[src/rr_exec_pkg.sv]
// shared constants and types for the return and rotate execution block
package rr_exec_pkg;

  // =====================================================
  // widths
  localparam int DATA_W = 8;
  localparam int PC_W = 15;

  // =====================================================
  // reset values
  localparam logic [PC_W-1:0] PC_RST = 15'h0000;
  localparam logic [DATA_W-1:0] DATA_RST = 8'h00;

  // =====================================================
  // timing counts, in instruction cycles
  localparam int RETURN_CYCLES = 2;
  localparam int ROTATE_CYCLES = 1;

  // =====================================================
  // decoded operation codes seen on the issue port
  localparam logic [2:0] OP_NONE = 3'h0;
  localparam logic [2:0] OP_RETURN = 3'h1;
  localparam logic [2:0] OP_RETURN_WITH_LITERAL = 3'h2;
  localparam logic [2:0] OP_ROTATE_LEFT = 3'h3;
  localparam logic [2:0] OP_ROTATE_RIGHT = 3'h4;

  // =====================================================
  // destination-select encoding
  localparam logic DEST_ACC = 1'b0;
  localparam logic DEST_FILE = 1'b1;

  typedef enum logic {
    ST_ISSUE,
    ST_RETURN_FLUSH
  } exec_state_t;

endpackage

[src/rotate_through_carry.sv]
// one-bit rotate of an 8-bit operand through the carry flag
`timescale 1ns/1ps

module rotate_through_carry (
  // operand
  input wire logic [rr_exec_pkg::DATA_W-1:0] operand,
  input wire logic carry_in,
  input wire logic to_left,
  // result
  output logic [rr_exec_pkg::DATA_W-1:0] result,
  output logic carry_out
);

  // =====================================================
  // rotate
  always_comb begin
    if (to_left) begin
      result = {operand[rr_exec_pkg::DATA_W-2:0], carry_in};
      carry_out = operand[rr_exec_pkg::DATA_W-1];
    end else begin
      result = {carry_in, operand[rr_exec_pkg::DATA_W-1:1]};
      carry_out = operand[0];
    end
  end

endmodule

[src/return_and_rotate_exec.sv]
// execution of return, return with literal and the two rotate-through-carry operations
`timescale 1ns/1ps

module return_and_rotate_exec (
  // clock and reset
  input wire logic MCLK,
  input wire logic RST,
  // issue port from decode
  input wire logic EXEC_VALID,
  input wire logic [2:0] EXEC_OP,
  input wire logic [rr_exec_pkg::DATA_W-1:0] EXEC_LITERAL,
  input wire logic EXEC_DEST,
  output logic EXEC_READY,
  // operand and flag inputs
  input wire logic [rr_exec_pkg::DATA_W-1:0] FILE_RDATA,
  input wire logic CARRY_IN,
  input wire logic [rr_exec_pkg::PC_W-1:0] STACK_TOP_ENTRY,
  // program counter and stack
  output logic STACK_POP,
  output logic PC_LOAD,
  output logic [rr_exec_pkg::PC_W-1:0] PC_VALUE,
  output logic FETCH_FLUSH,
  // accumulator
  output logic ACC_WE,
  output logic [rr_exec_pkg::DATA_W-1:0] ACC_WDATA,
  // data memory write back
  output logic FILE_WE,
  output logic [rr_exec_pkg::DATA_W-1:0] FILE_WDATA,
  // status flags
  output logic CARRY_WE,
  output logic CARRY_OUT
);

  // sequencing state
  rr_exec_pkg::exec_state_t state_q;
  rr_exec_pkg::exec_state_t state_d;
  logic ready_q;
  // registered outputs
  logic pop_q;
  logic pc_load_q;
  logic [rr_exec_pkg::PC_W-1:0] pc_value_q;
  logic flush_q;
  logic acc_we_q;
  logic [rr_exec_pkg::DATA_W-1:0] acc_wdata_q;
  logic file_we_q;
  logic [rr_exec_pkg::DATA_W-1:0] file_wdata_q;
  logic carry_we_q;
  logic carry_out_q;
  // rotate unit and decode
  logic [rr_exec_pkg::DATA_W-1:0] rot_result;
  logic rot_carry;
  logic take;
  logic is_return;
  logic is_rotate;
  logic is_literal_return;

  // =====================================================
  // decode
  function automatic logic op_is_return(input logic [2:0] op);
    op_is_return = (op == rr_exec_pkg::OP_RETURN) ||
                   (op == rr_exec_pkg::OP_RETURN_WITH_LITERAL);
  endfunction

  function automatic logic op_is_rotate(input logic [2:0] op);
    op_is_rotate = (op == rr_exec_pkg::OP_ROTATE_LEFT) ||
                   (op == rr_exec_pkg::OP_ROTATE_RIGHT);
  endfunction

  // ready gates taking: requests in the flush cycle or right after reset are dropped, not queued
  assign take = EXEC_VALID && ready_q;
  assign is_return = take && op_is_return(EXEC_OP);
  assign is_literal_return = take && (EXEC_OP == rr_exec_pkg::OP_RETURN_WITH_LITERAL);
  assign is_rotate = take && op_is_rotate(EXEC_OP);

  rotate_through_carry u_rot (
    .operand(FILE_RDATA),
    .carry_in(CARRY_IN),
    .to_left(EXEC_OP == rr_exec_pkg::OP_ROTATE_LEFT),
    .result(rot_result),
    .carry_out(rot_carry)
  );

  // =====================================================
  // sequencing
  always_comb begin
    state_d = state_q;
    case (state_q)
      rr_exec_pkg::ST_ISSUE: begin
        if (is_return) begin
          state_d = rr_exec_pkg::ST_RETURN_FLUSH;
        end
      end
      rr_exec_pkg::ST_RETURN_FLUSH: begin
        state_d = rr_exec_pkg::ST_ISSUE;
      end
      default: begin
        state_d = rr_exec_pkg::ST_ISSUE;
      end
    endcase
  end

  always_ff @(posedge MCLK) begin
    if (RST) begin
      state_q <= rr_exec_pkg::ST_ISSUE;
    end else begin
      state_q <= state_d;
    end
  end

  // =====================================================
  // issue readiness
  // low through reset and its first cycle out, so nothing is taken before state settles
  always_ff @(posedge MCLK) begin
    if (RST) begin
      ready_q <= 1'b0;
    end else begin
      ready_q <= (state_d == rr_exec_pkg::ST_ISSUE);
    end
  end

  // =====================================================
  // stack and fetch strobes
  // one-cycle pulses; the outer pipeline acts on them at the next edge
  always_ff @(posedge MCLK) begin
    if (RST) begin
      pop_q <= 1'b0;
      pc_load_q <= 1'b0;
      flush_q <= 1'b0;
    end else begin
      pop_q <= is_return;
      pc_load_q <= is_return;
      flush_q <= is_return;
    end
  end

  // =====================================================
  // program counter value
  // held between returns so the counter logic may read it with the load strobe
  always_ff @(posedge MCLK) begin
    if (RST) begin
      pc_value_q <= rr_exec_pkg::PC_RST;
    end else if (is_return) begin
      pc_value_q <= STACK_TOP_ENTRY;
    end
  end

  // =====================================================
  // accumulator write
  // a literal return and a rotate are never taken together, so one source wins
  always_ff @(posedge MCLK) begin
    if (RST) begin
      acc_we_q <= 1'b0;
      acc_wdata_q <= rr_exec_pkg::DATA_RST;
    end else begin
      acc_we_q <= 1'b0;
      if (is_literal_return) begin
        acc_we_q <= 1'b1;
        acc_wdata_q <= EXEC_LITERAL;
      end else if (is_rotate && EXEC_DEST == rr_exec_pkg::DEST_ACC) begin
        acc_we_q <= 1'b1;
        acc_wdata_q <= rot_result;
      end
    end
  end

  // =====================================================
  // data memory write back
  always_ff @(posedge MCLK) begin
    if (RST) begin
      file_we_q <= 1'b0;
      file_wdata_q <= rr_exec_pkg::DATA_RST;
    end else begin
      file_we_q <= 1'b0;
      if (is_rotate && EXEC_DEST == rr_exec_pkg::DEST_FILE) begin
        file_we_q <= 1'b1;
        file_wdata_q <= rot_result;
      end
    end
  end

  // =====================================================
  // status flags
  // only carry has a write strobe; zero and digit carry are never touched here
  always_ff @(posedge MCLK) begin
    if (RST) begin
      carry_we_q <= 1'b0;
      carry_out_q <= 1'b0;
    end else begin
      carry_we_q <= is_rotate;
      if (is_rotate) begin
        carry_out_q <= rot_carry;
      end
    end
  end

  // =====================================================
  // outputs
  // issue and program counter
  assign EXEC_READY = ready_q;
  assign STACK_POP = pop_q;
  assign PC_LOAD = pc_load_q;
  assign PC_VALUE = pc_value_q;
  assign FETCH_FLUSH = flush_q;

  // write strobes and data
  assign ACC_WE = acc_we_q;
  assign ACC_WDATA = acc_wdata_q;
  assign FILE_WE = file_we_q;
  assign FILE_WDATA = file_wdata_q;
  assign CARRY_WE = carry_we_q;
  assign CARRY_OUT = carry_out_q;

endmodule

[config.mk]
export PLATFORM = sky130hd
export DESIGN_NAME = return_and_rotate_exec
export DESIGN_NICKNAME = d
export VERILOG_FILES = /design/src/rr_exec_pkg.sv /design/src/rotate_through_carry.sv /design/src/return_and_rotate_exec.sv
export SDC_FILE = /design/constraint.sdc
export NUM_CORES = 1
export LEC_CHECK = 0
export BUFFER_PORTS_ARGS = -buffer_cell sky130_fd_sc_hd__buf_4
export CAP_MARGIN = 10
export CORE_ASPECT_RATIO = 0.6
export CORE_MARGIN = 10
export CORE_UTILIZATION = 48
export CTS_CLUSTER_DIAMETER = 150
export CTS_CLUSTER_SIZE = 30
export DETAILED_ROUTE_END_ITERATION = 8
export PLACE_DENSITY = 0.83
export SLEW_MARGIN = 30
export SYNTH_ARGS = -nofsm -noshare
export SYNTH_HDL_FRONTEND = slang
export SYNTH_SLANG_ARGS = --single-unit
[constraint.sdc]
create_clock -name MCLK -period 2.3 [get_ports MCLK]
set_input_delay 0.115 -clock MCLK [delete_from_list [all_inputs] [get_ports MCLK]]
set_output_delay 0.115 -clock MCLK [all_outputs]
set_load 0.02 [all_outputs]
==> impl_metrics.tcl, run 1 <==
set metrics [dict create \
    clkLatencyLatePin_ns 0.29 \
    setup_tns_ns 0 \
    die_w_um 93.9 \
    synth_flop_cell "dfxtp_1" \
    critPathKind "register to register" \
    reg2reg_setup_slack_ns 0.66 \
    cp-end-kind "register" \
    largest_reg_flops 15 \
    cts_resized 0 \
    die_h_um 64.3 \
    final_common_cell "buf_4" \
    rows 15 \
    relSlewSlack 0.527 \
    setup_viol 0 \
    cts_tree "done" \
    grt_use_total 0.153 \
    hold_viol_final 0 \
    start_util 0.523 \
    areaGrowthSynthToFinish_pct 42.0 \
    port_buffers 77 \
    reg2regPathDepth 4 \
    nNetsFinal 285 \
    grt_pass1_vias 1446 \
    dieArea_um2 6040 \
    p_per_area_nw_per_um2 597 \
    hold_buffers 0 \
    syn-num-nets 213 \
    hold_depth 2 \
    max_cap_violations 0 \
    p_leak_nw 0.963 \
    clock-sinks 38 \
    holdCritPathClass "input port to register" \
    multi_input_area_um2 742 \
    crit_fanout 18 \
    antennaDiodeCount 0 \
    async_flop_share 0 \
    status "finished clean" \
    timing.fmax_mhz 608 \
    gr-total-overflow 0 \
    seq_area_um2 761 \
    routed_wl_um 4700 \
    timing.rr.start "EXEC_READY$_SDFF_PP0_" \
    fin_crit_sh 0.715 \
    min_from "EXEC_LITERAL[3]" \
    syn-cell-area_um2 1570 \
    antenna_found_initial 0 \
    drt-initial-drc-count 95 \
    cp-start-kind "register" \
    dpl.hpwl_um 3730 \
    finalPower_w 0.00133 \
    cts_setup_buffers 0 \
    synth_edf_count 0 \
    cp.arrival_ns 1.81 \
    fill_cells 234 \
    vdd_drop_max_mv 0.423 \
    worst_slew_pin_slew_ns 0.707 \
    grt_pass1_wl_um 7450 \
    final_cell_mix "buf_4, dfxtp_1, nand2_1" \
    synth-seq-area-share 0.484 \
    finalNonFillerCells 289 \
    vias_per_cell 5.22 \
    grt_max_degree 36 \
    rsz0062_at_grt "false" \
    report.final.slew_viol_count 0 \
    synth.distinct_cells 34 \
    h-tree-depth 2 \
    num_vias 1509 \
    routabilityCongestion 0.817 \
    min_to "ACC_WDATA[3]$_SDFFE_PP0P_" \
    post-route-min-period_ns 1.64 \
    routedWlPerCell_um 16.3 \
    antenna_left 0 \
    syn_inst 174 \
    drtPass1Iterations 5 \
    drive_gt1_frac 0.372 \
    clk_pin_slew_ns 0.07 \
    clock_skew_ns 0.00315 \
    root_buffer "clkbuf_8" \
    core_area_um2 3000 \
    clock_path_buffers 2 \
    r2r_end "PC_VALUE[4]$_SDFFE_PP0P_" \
    post-route-drc-count 0 \
    syn_area_per_cell_um2 9.03 \
    dp_cells 281 \
    ios 78 \
    ys_warn_count 0 \
    ys_seq_elements 38 \
    numCtsBuffers 5 \
    crit_required_ns 2.47 \
]
area by class of cell:
class,count,share of cell area
clock buffer,7,0.0387
clock inverter,1,0.00224
multi-input combinational,123,0.332
sequential,38,0.341
tap,42,0.0235
timing repair buffer,78,0.262
cell usage after synthesis (4+ instances only):
cell | count | area, µm²
a211oi_1 | 7 | 52.6
nand2_1 | 34 | 128
o22a_1 | 4 | 35.0
nor2_1 | 18 | 67.6
dfxtp_1 | 38 | 761
a221o_1 | 6 | 60.1
buf_2 | 4 | 20.0
clkbuf_1 | 5 | 18.8
nand3_1 | 4 | 20.0
mux2i_1 | 6 | 60.1
a21oi_1 | 16 | 80.1
cells by family after synthesis:
logic type / share of synthesized area
simple gates: 0.210
compound gates: 0.218
flops: 0.484
buf+inv: 0.0438
mux: 0.0382
xor+xnor: 0.00557
report_power, final:
group / internal, W / total [W] / switching [W]
Clock: 0.000241 / 0.000457 / 0.000216
Combinational: 0.0000918 / 0.000192 / 0.0000999
Sequential: 0.000674 / 0.000683 / 0.00000876
stage by stage:
| stage | setup slack (ns) | hold WS (ns) | area, µm² | utilization |
|---|---|---|---|---|
| 2_1_floorplan | 0.603 | 0.251 | 1570 | - |
| 3_3_place_gp | 0.522 | 0.337 | 2140 | 0.713 |
| 3_5_place_dp | 0.511 | 0.345 | 2140 | 0.713 |
| 4_1_cts | 0.653 | 0.0457 | 2230 | 0.743 |
| 5_1_grt | 0.535 | 0.0471 | 2230 | 0.743 |
| 6_report | 0.655 | 0.0475 | 2230 | 0.743 |
critical path: stages, from the launching register on:
cell,delay [ns]
dfxtp_1,0.36
nand2_1,0.23
or3_1,0.68
nand2_1,0.17
a21oi_1,0.08
layer usage:
layer  vias to the layer above  global-route usage  part of all wire
met2                        50               0.226              0.46
met1                       688               0.200              0.45
met4                         0              0.0509             0.013
met5                         -                   0                 0
li1                        763                   -                 -
met3                         8              0.0583             0.079
how the worst max path moves through the flow:
stage	end	startpoint	slack (ns)
5_1_grt	PC_VALUE[4]$_SDFFE_PP0P_	EXEC_READY$_SDFF_PP0_	0.54
2_1_floorplan	PC_VALUE[10]$_SDFFE_PP0P_	EXEC_READY$_SDFF_PP0_	0.60
3_3_place_gp	ACC_WDATA[0]$_SDFFE_PP0P_	EXEC_OP[2]	0.52
3_5_place_dp	ACC_WDATA[0]$_SDFFE_PP0P_	EXEC_OP[2]	0.51
4_1_cts	PC_VALUE[4]$_SDFFE_PP0P_	EXEC_READY$_SDFF_PP0_	0.65
6_report	PC_VALUE[4]$_SDFFE_PP0P_	EXEC_READY$_SDFF_PP0_	0.66
No activity file was read; power rests on OpenSTA's default activity.
==> run 2: changes to the inputs <==
- CORE_UTILIZATION: 48 -> 40
- PLACE_DENSITY: 0.83 -> 0.74
- clock period: 2.3 -> 1.45 ns (I/O delays scaled with it)
==> run 2 against run 1 <==
Non-clock buffer count up 19. Core utilization down 9.0 points. Clock power up 84%. Clock skew up 0.0067 ns. Global-route usage down 1.1 points.
==> impl_metrics.tcl, run 2 (synthesized netlist as in run 1, its figures left out) <==
set metrics [dict create \
    cp-start-kind "register" \
    routed_wl_um 4950 \
    die_h_um 68.6 \
    status "finished clean" \
    rsz0062_at_grt "false" \
    pwr-share-seq 0.476 \
    routabilityCongestion 0.808 \
    clkLatencyLatePin_ns 0.29 \
    vias_per_cell 4.90 \
    ios 78 \
    die_w_um 101 \
    grt_max_degree 20 \
    fin_ws_ns 0.138 \
    areaGrowthSynthToFinish_pct 54.9 \
    start_util 0.422 \
    clock_skew_ns 0.00988 \
    cts_setup_buffers 0 \
    rows 17 \
    setup_tns_ns 0 \
    p_leak_nw 1.08 \
    max_cap_violations 0 \
    finish.utilization 0.654 \
    clock-sinks 38 \
    hold_viol_final 0 \
    hold_buffers 0 \
    antennaDiodeCount 0 \
    p_sw_w 0.000548 \
    antenna_left 0 \
    port_buffers 77 \
    grt_use_total 0.142 \
    timing.fmax_mhz 762 \
    clk_pin_slew_ns 0.07 \
    cts_resized 0 \
    h-tree-depth 2 \
    finalPower_w 0.00228 \
    intPower_w 0.00173 \
    largest_reg_flops 15 \
    grt_pass1_wl_um 7780 \
    worst_slew_pin_slew_ns 0.372 \
    final_cell_mix "buf_4, dfxtp_1, nand2_1" \
    gr-total-overflow 0 \
    num_vias 1534 \
    antenna_found_initial 0 \
    drive_gt1_frac 0.436 \
    grt_pass1_vias 1527 \
    vdd_drop_max_mv 0.589 \
    cp-end-kind "register" \
    report.final.slew_viol_count 0 \
    drtPass1Iterations 4 \
    holdCritPathClass "input port to register" \
    post-route-min-period_ns 1.31 \
    numCtsBuffers 5 \
    p_comb_frac 0.154 \
    crit_required_ns 1.61 \
    nNetsFinal 304 \
    clock_path_buffers 2 \
    switching_share 0.241 \
    critPathKind "register to register" \
    dieArea_um2 6920 \
    finalNonFillerCells 313 \
    root_buffer "clkbuf_8" \
    crit_fanout 18 \
    power_frac_clock 0.370 \
    p_per_area_nw_per_um2 936 \
    setup_viol 0 \
    cts_tree "done" \
    relSlewSlack 0.745 \
    final_common_cell "buf_4" \
    core_area_um2 3720 \
    dpl.hpwl_um 4000 \
    post-route-drc-count 0 \
    drt-initial-drc-count 55 \
    cp.arrival_ns 1.48 \
    dp_cells 305 \
    fin_crit_sh 0.905 \
    place_ws_ns -0.0813 \
    routedWlPerCell_um 15.8 \
]
-- run 2: cell count changes in the layout (fill, tap and decap cells not counted), moves of 2 or more --
cell / previous run / this run
buf_4: 78 / 96
clkbuf_8: 6 / 8
nor3_1: 3 / 1
nor3_2: 0 / 2
-- run 2: metrics by stage --
step	hold slack [ns]	cell area, µm²
floorplan	0.208	1590
global placement	0.296	2320
detailed placement	0.298	2320
CTS	0.00794	2430
global route	0.0122	2430
finish	0.0126	2430
-- run 2: area by class of cell --
class	count	area, µm²
tap	47	58.8
multi-input combinational	123	759
fill	337	1290
sequential	38	764
timing repair buffer	97	741
clock buffer	8	110
-- run 2: worst max-delay path, stage by stage (launching register included) --
cell	delay [ns]
dfxtp_4	0.37
nand2_4	0.09
or3_1	0.36
buf_4	0.21
nand2_1	0.09
a21oi_1	0.08
-- run 2: path summary, 6_finish.rpt --
kind                         startpoint                        end  slack (ns)  depth (start not counted)
setup / recovery  EXEC_READY$_SDFF_PP0_  PC_VALUE[11]$_SDFFE_PP0P_        0.14                          5
hold / removal          EXEC_LITERAL[1]  ACC_WDATA[1]$_SDFFE_PP0P_        0.01                          2
setup reg to reg  EXEC_READY$_SDFF_PP0_  PC_VALUE[11]$_SDFFE_PP0P_        0.14                          5
hold reg to reg      state_q$_SDFF_PP0_         state_q$_SDFF_PP0_        0.43                          1
-- run 2: power groups by stage --
stage / Clock [W] / Combinational (W) / Sequential (W)
floorplan: 0 / 0.000124 / 0.00114
global placement: 0 / 0.000345 / 0.00111
detailed placement: 0 / 0.000350 / 0.00111
CTS: 0.000855 / 0.000351 / 0.00108
global route: 0.000892 / 0.000381 / 0.00109
finish: 0.000843 / 0.000351 / 0.00108
-- run 2: layer usage --
layer  vias up  routed length (µm)  global-route usage
li1        803                   -                   -
met1       679                2380               0.186
met2        52                2060               0.213
met3         0                 502              0.0675
met4         0                   0              0.0208
met5         -                   0                   0
==> run 3: changes to the inputs <==
- MAX_ROUTING_LAYER: not set -> met4
- REMOVE_ABC_BUFFERS: not set -> 1
==> run 3 against run 2 <==
Setup slack got worse by 0.023 ns. First-iteration DRC count rose by 20%. Combinational power barely moved. Count of clock-buffer cells in the layout fell by 1. Power fell by 4.5%. Clock skew fell by 0.0040 ns. Core utilization rose by 0.30 points. Critical path depth did not move. Clock power fell by 13%. Flip-flop and latch count did not move. Sequential share of layout area fell by 0.25 points. Register-to-register slack got worse by 0.02 ns. Critical path type unchanged.
==> impl_metrics.tcl, run 3 (synthesized netlist as in run 1, its figures left out) <==
set metrics [dict create \
    setup_viol 0 \
    drtPass1Iterations 4 \
    p_leak_nw 1.08 \
    fin_crit_sh 0.921 \
    core_area_um2 3720 \
    antenna_found_initial 0 \
    die_h_um 68.6 \
    max_cap_violations 0 \
    clk_pin_slew_ns 0.07 \
    numCtsBuffers 5 \
    root_buffer "clkbuf_8" \
    cp_slowest_cell "dfxtp_2" \
    grt_use_total 0.145 \
    drive_gt1_frac 0.425 \
    final_common_cell "buf_4" \
    nNetsFinal 306 \
    critPathKind "register to register" \
    routed_wl_um 4990 \
    cpPeakStageDelay_ns 0.35 \
    vdd_drop_max_mv 0.559 \
    post-route-min-period_ns 1.34 \
    status "finished clean" \
    port_buffers 77 \
    vias_per_cell 4.89 \
    grt_pass1_wl_um 7680 \
    routabilityCongestion 0.850 \
    crit_chain "nand2_1 > buf_4 > a31oi_4 > nor2_2 > a221o_1" \
    cp-start-kind "register" \
    report.final.slew_viol_count 0 \
    crit_fanout 7 \
    grt_max_degree 30 \
    crit_required_ns 1.63 \
    cts_tree "done" \
    timing.fmax_mhz 749 \
    p_per_area_nw_per_um2 889 \
    multi_input_area_um2 756 \
    post-route-drc-count 0 \
    h-tree-depth 2 \
    rsz0062_at_grt "false" \
    die_w_um 101 \
    drt-initial-drc-count 66 \
    dpl_cell_area_um2 2310 \
    relSlewSlack 0.791 \
    fin_ws_ns 0.115 \
    seq_area_um2 762 \
    final_cell_mix "buf_4, dfxtp_1, nand2_1" \
    largest_reg_flops 15 \
    rows 17 \
    gr-total-overflow 0 \
    antennaDiodeCount 0 \
    setup_tns_ns 0 \
    fill_cells 329 \
    ios 78 \
    worst_slew_pin_slew_ns 0.312 \
    grt_pass1_vias 1568 \
    clock-sinks 38 \
    dp_cells 304 \
    dieArea_um2 6920 \
    cp-end-kind "register" \
    hold_viol_final 0 \
    clkLatencyLatePin_ns 0.29 \
    dpl.hpwl_um 3880 \
    finalNonFillerCells 315 \
    fin_area_um2 2440 \
    cp.arrival_ns 1.51 \
    clock_path_buffers 2 \
    areaGrowthSynthToFinish_pct 55.6 \
    clock_skew_ns 0.00593 \
    holdCritPathClass "input port to register" \
    place_ws_ns -0.109 \
    cts_setup_buffers 0 \
    routedWlPerCell_um 15.8 \
    antenna_left 0 \
    start_util 0.422 \
    num_vias 1541 \
]
==> run 3: critical path, delay by kind of cell, from the launching register on <==
family / cells / cell delay (ns)
AOI/OAI and AO/OA: 2 / 0.52
buffers and inverters: 1 / 0.18
DFF: 1 / 0.35
and+or+nand+nor: 2 / 0.17
==> run 3: final cells by class <==
| class | count | share of cell area |
|---|---|---|
| clock inverters | 1 | 0.00205 |
| repair buffers | 99 | 0.318 |
| multi-input cells | 123 | 0.309 |
| flip-flops and latches | 38 | 0.312 |
| well taps | 47 | 0.0241 |
| clock buffers | 7 | 0.0353 |
==> run 3: worst paths after layout <==
path / startpoint / to / slack (ns) / depth (start not counted)
max reg2reg: EXEC_READY$_SDFF_PP0_ / ACC_WDATA[1]$_SDFFE_PP0P_ / 0.11 / 5
min reg2reg: state_q$_SDFF_PP0_ / state_q$_SDFF_PP0_ / 0.42 / 1
max: EXEC_READY$_SDFF_PP0_ / ACC_WDATA[1]$_SDFFE_PP0P_ / 0.11 / 5
min: EXEC_LITERAL[7] / ACC_WDATA[7]$_SDFFE_PP0P_ / 0.006 / 2
==> run 3: power breakdown <==
group | internal, W | total, W | leakage (nW) | switching, W
sequential | 0.00107 | 0.00108 | 0.308 | 0.0000144
clock | 0.000383 | 0.000737 | 0.0482 | 0.000354
combinational | 0.000184 | 0.000352 | 0.721 | 0.000169
==> run 3: timing repair <==
item,CTS,global route
resized for setup,0,8
hold endpoints to repair,2,0
endpoints found under the setup margin,0,12
hold buffers,2,0
==> run 3: layer usage <==
metal  wire length [µm]  part of all wire  track usage  vias to the layer above
li1                   -                 -            -                      803
met1               2330              0.47        0.185                      683
met2               2250              0.45        0.208                       47
met3                337             0.068       0.0496                        8
met4                 70             0.014       0.0571                        0
met5                  0                 0            -                        -
==> run 3: per-stage QoR <==
stage                     total power (W)   util  hold WS, ns
after floorplan                   0.00123      -        0.142
after global routing              0.00227  0.657       0.0163
after CTS                         0.00220  0.650     0.000570
after detailed placement          0.00145  0.620        0.304
after global placement            0.00144  0.620        0.296
final                             0.00217  0.657      0.00612
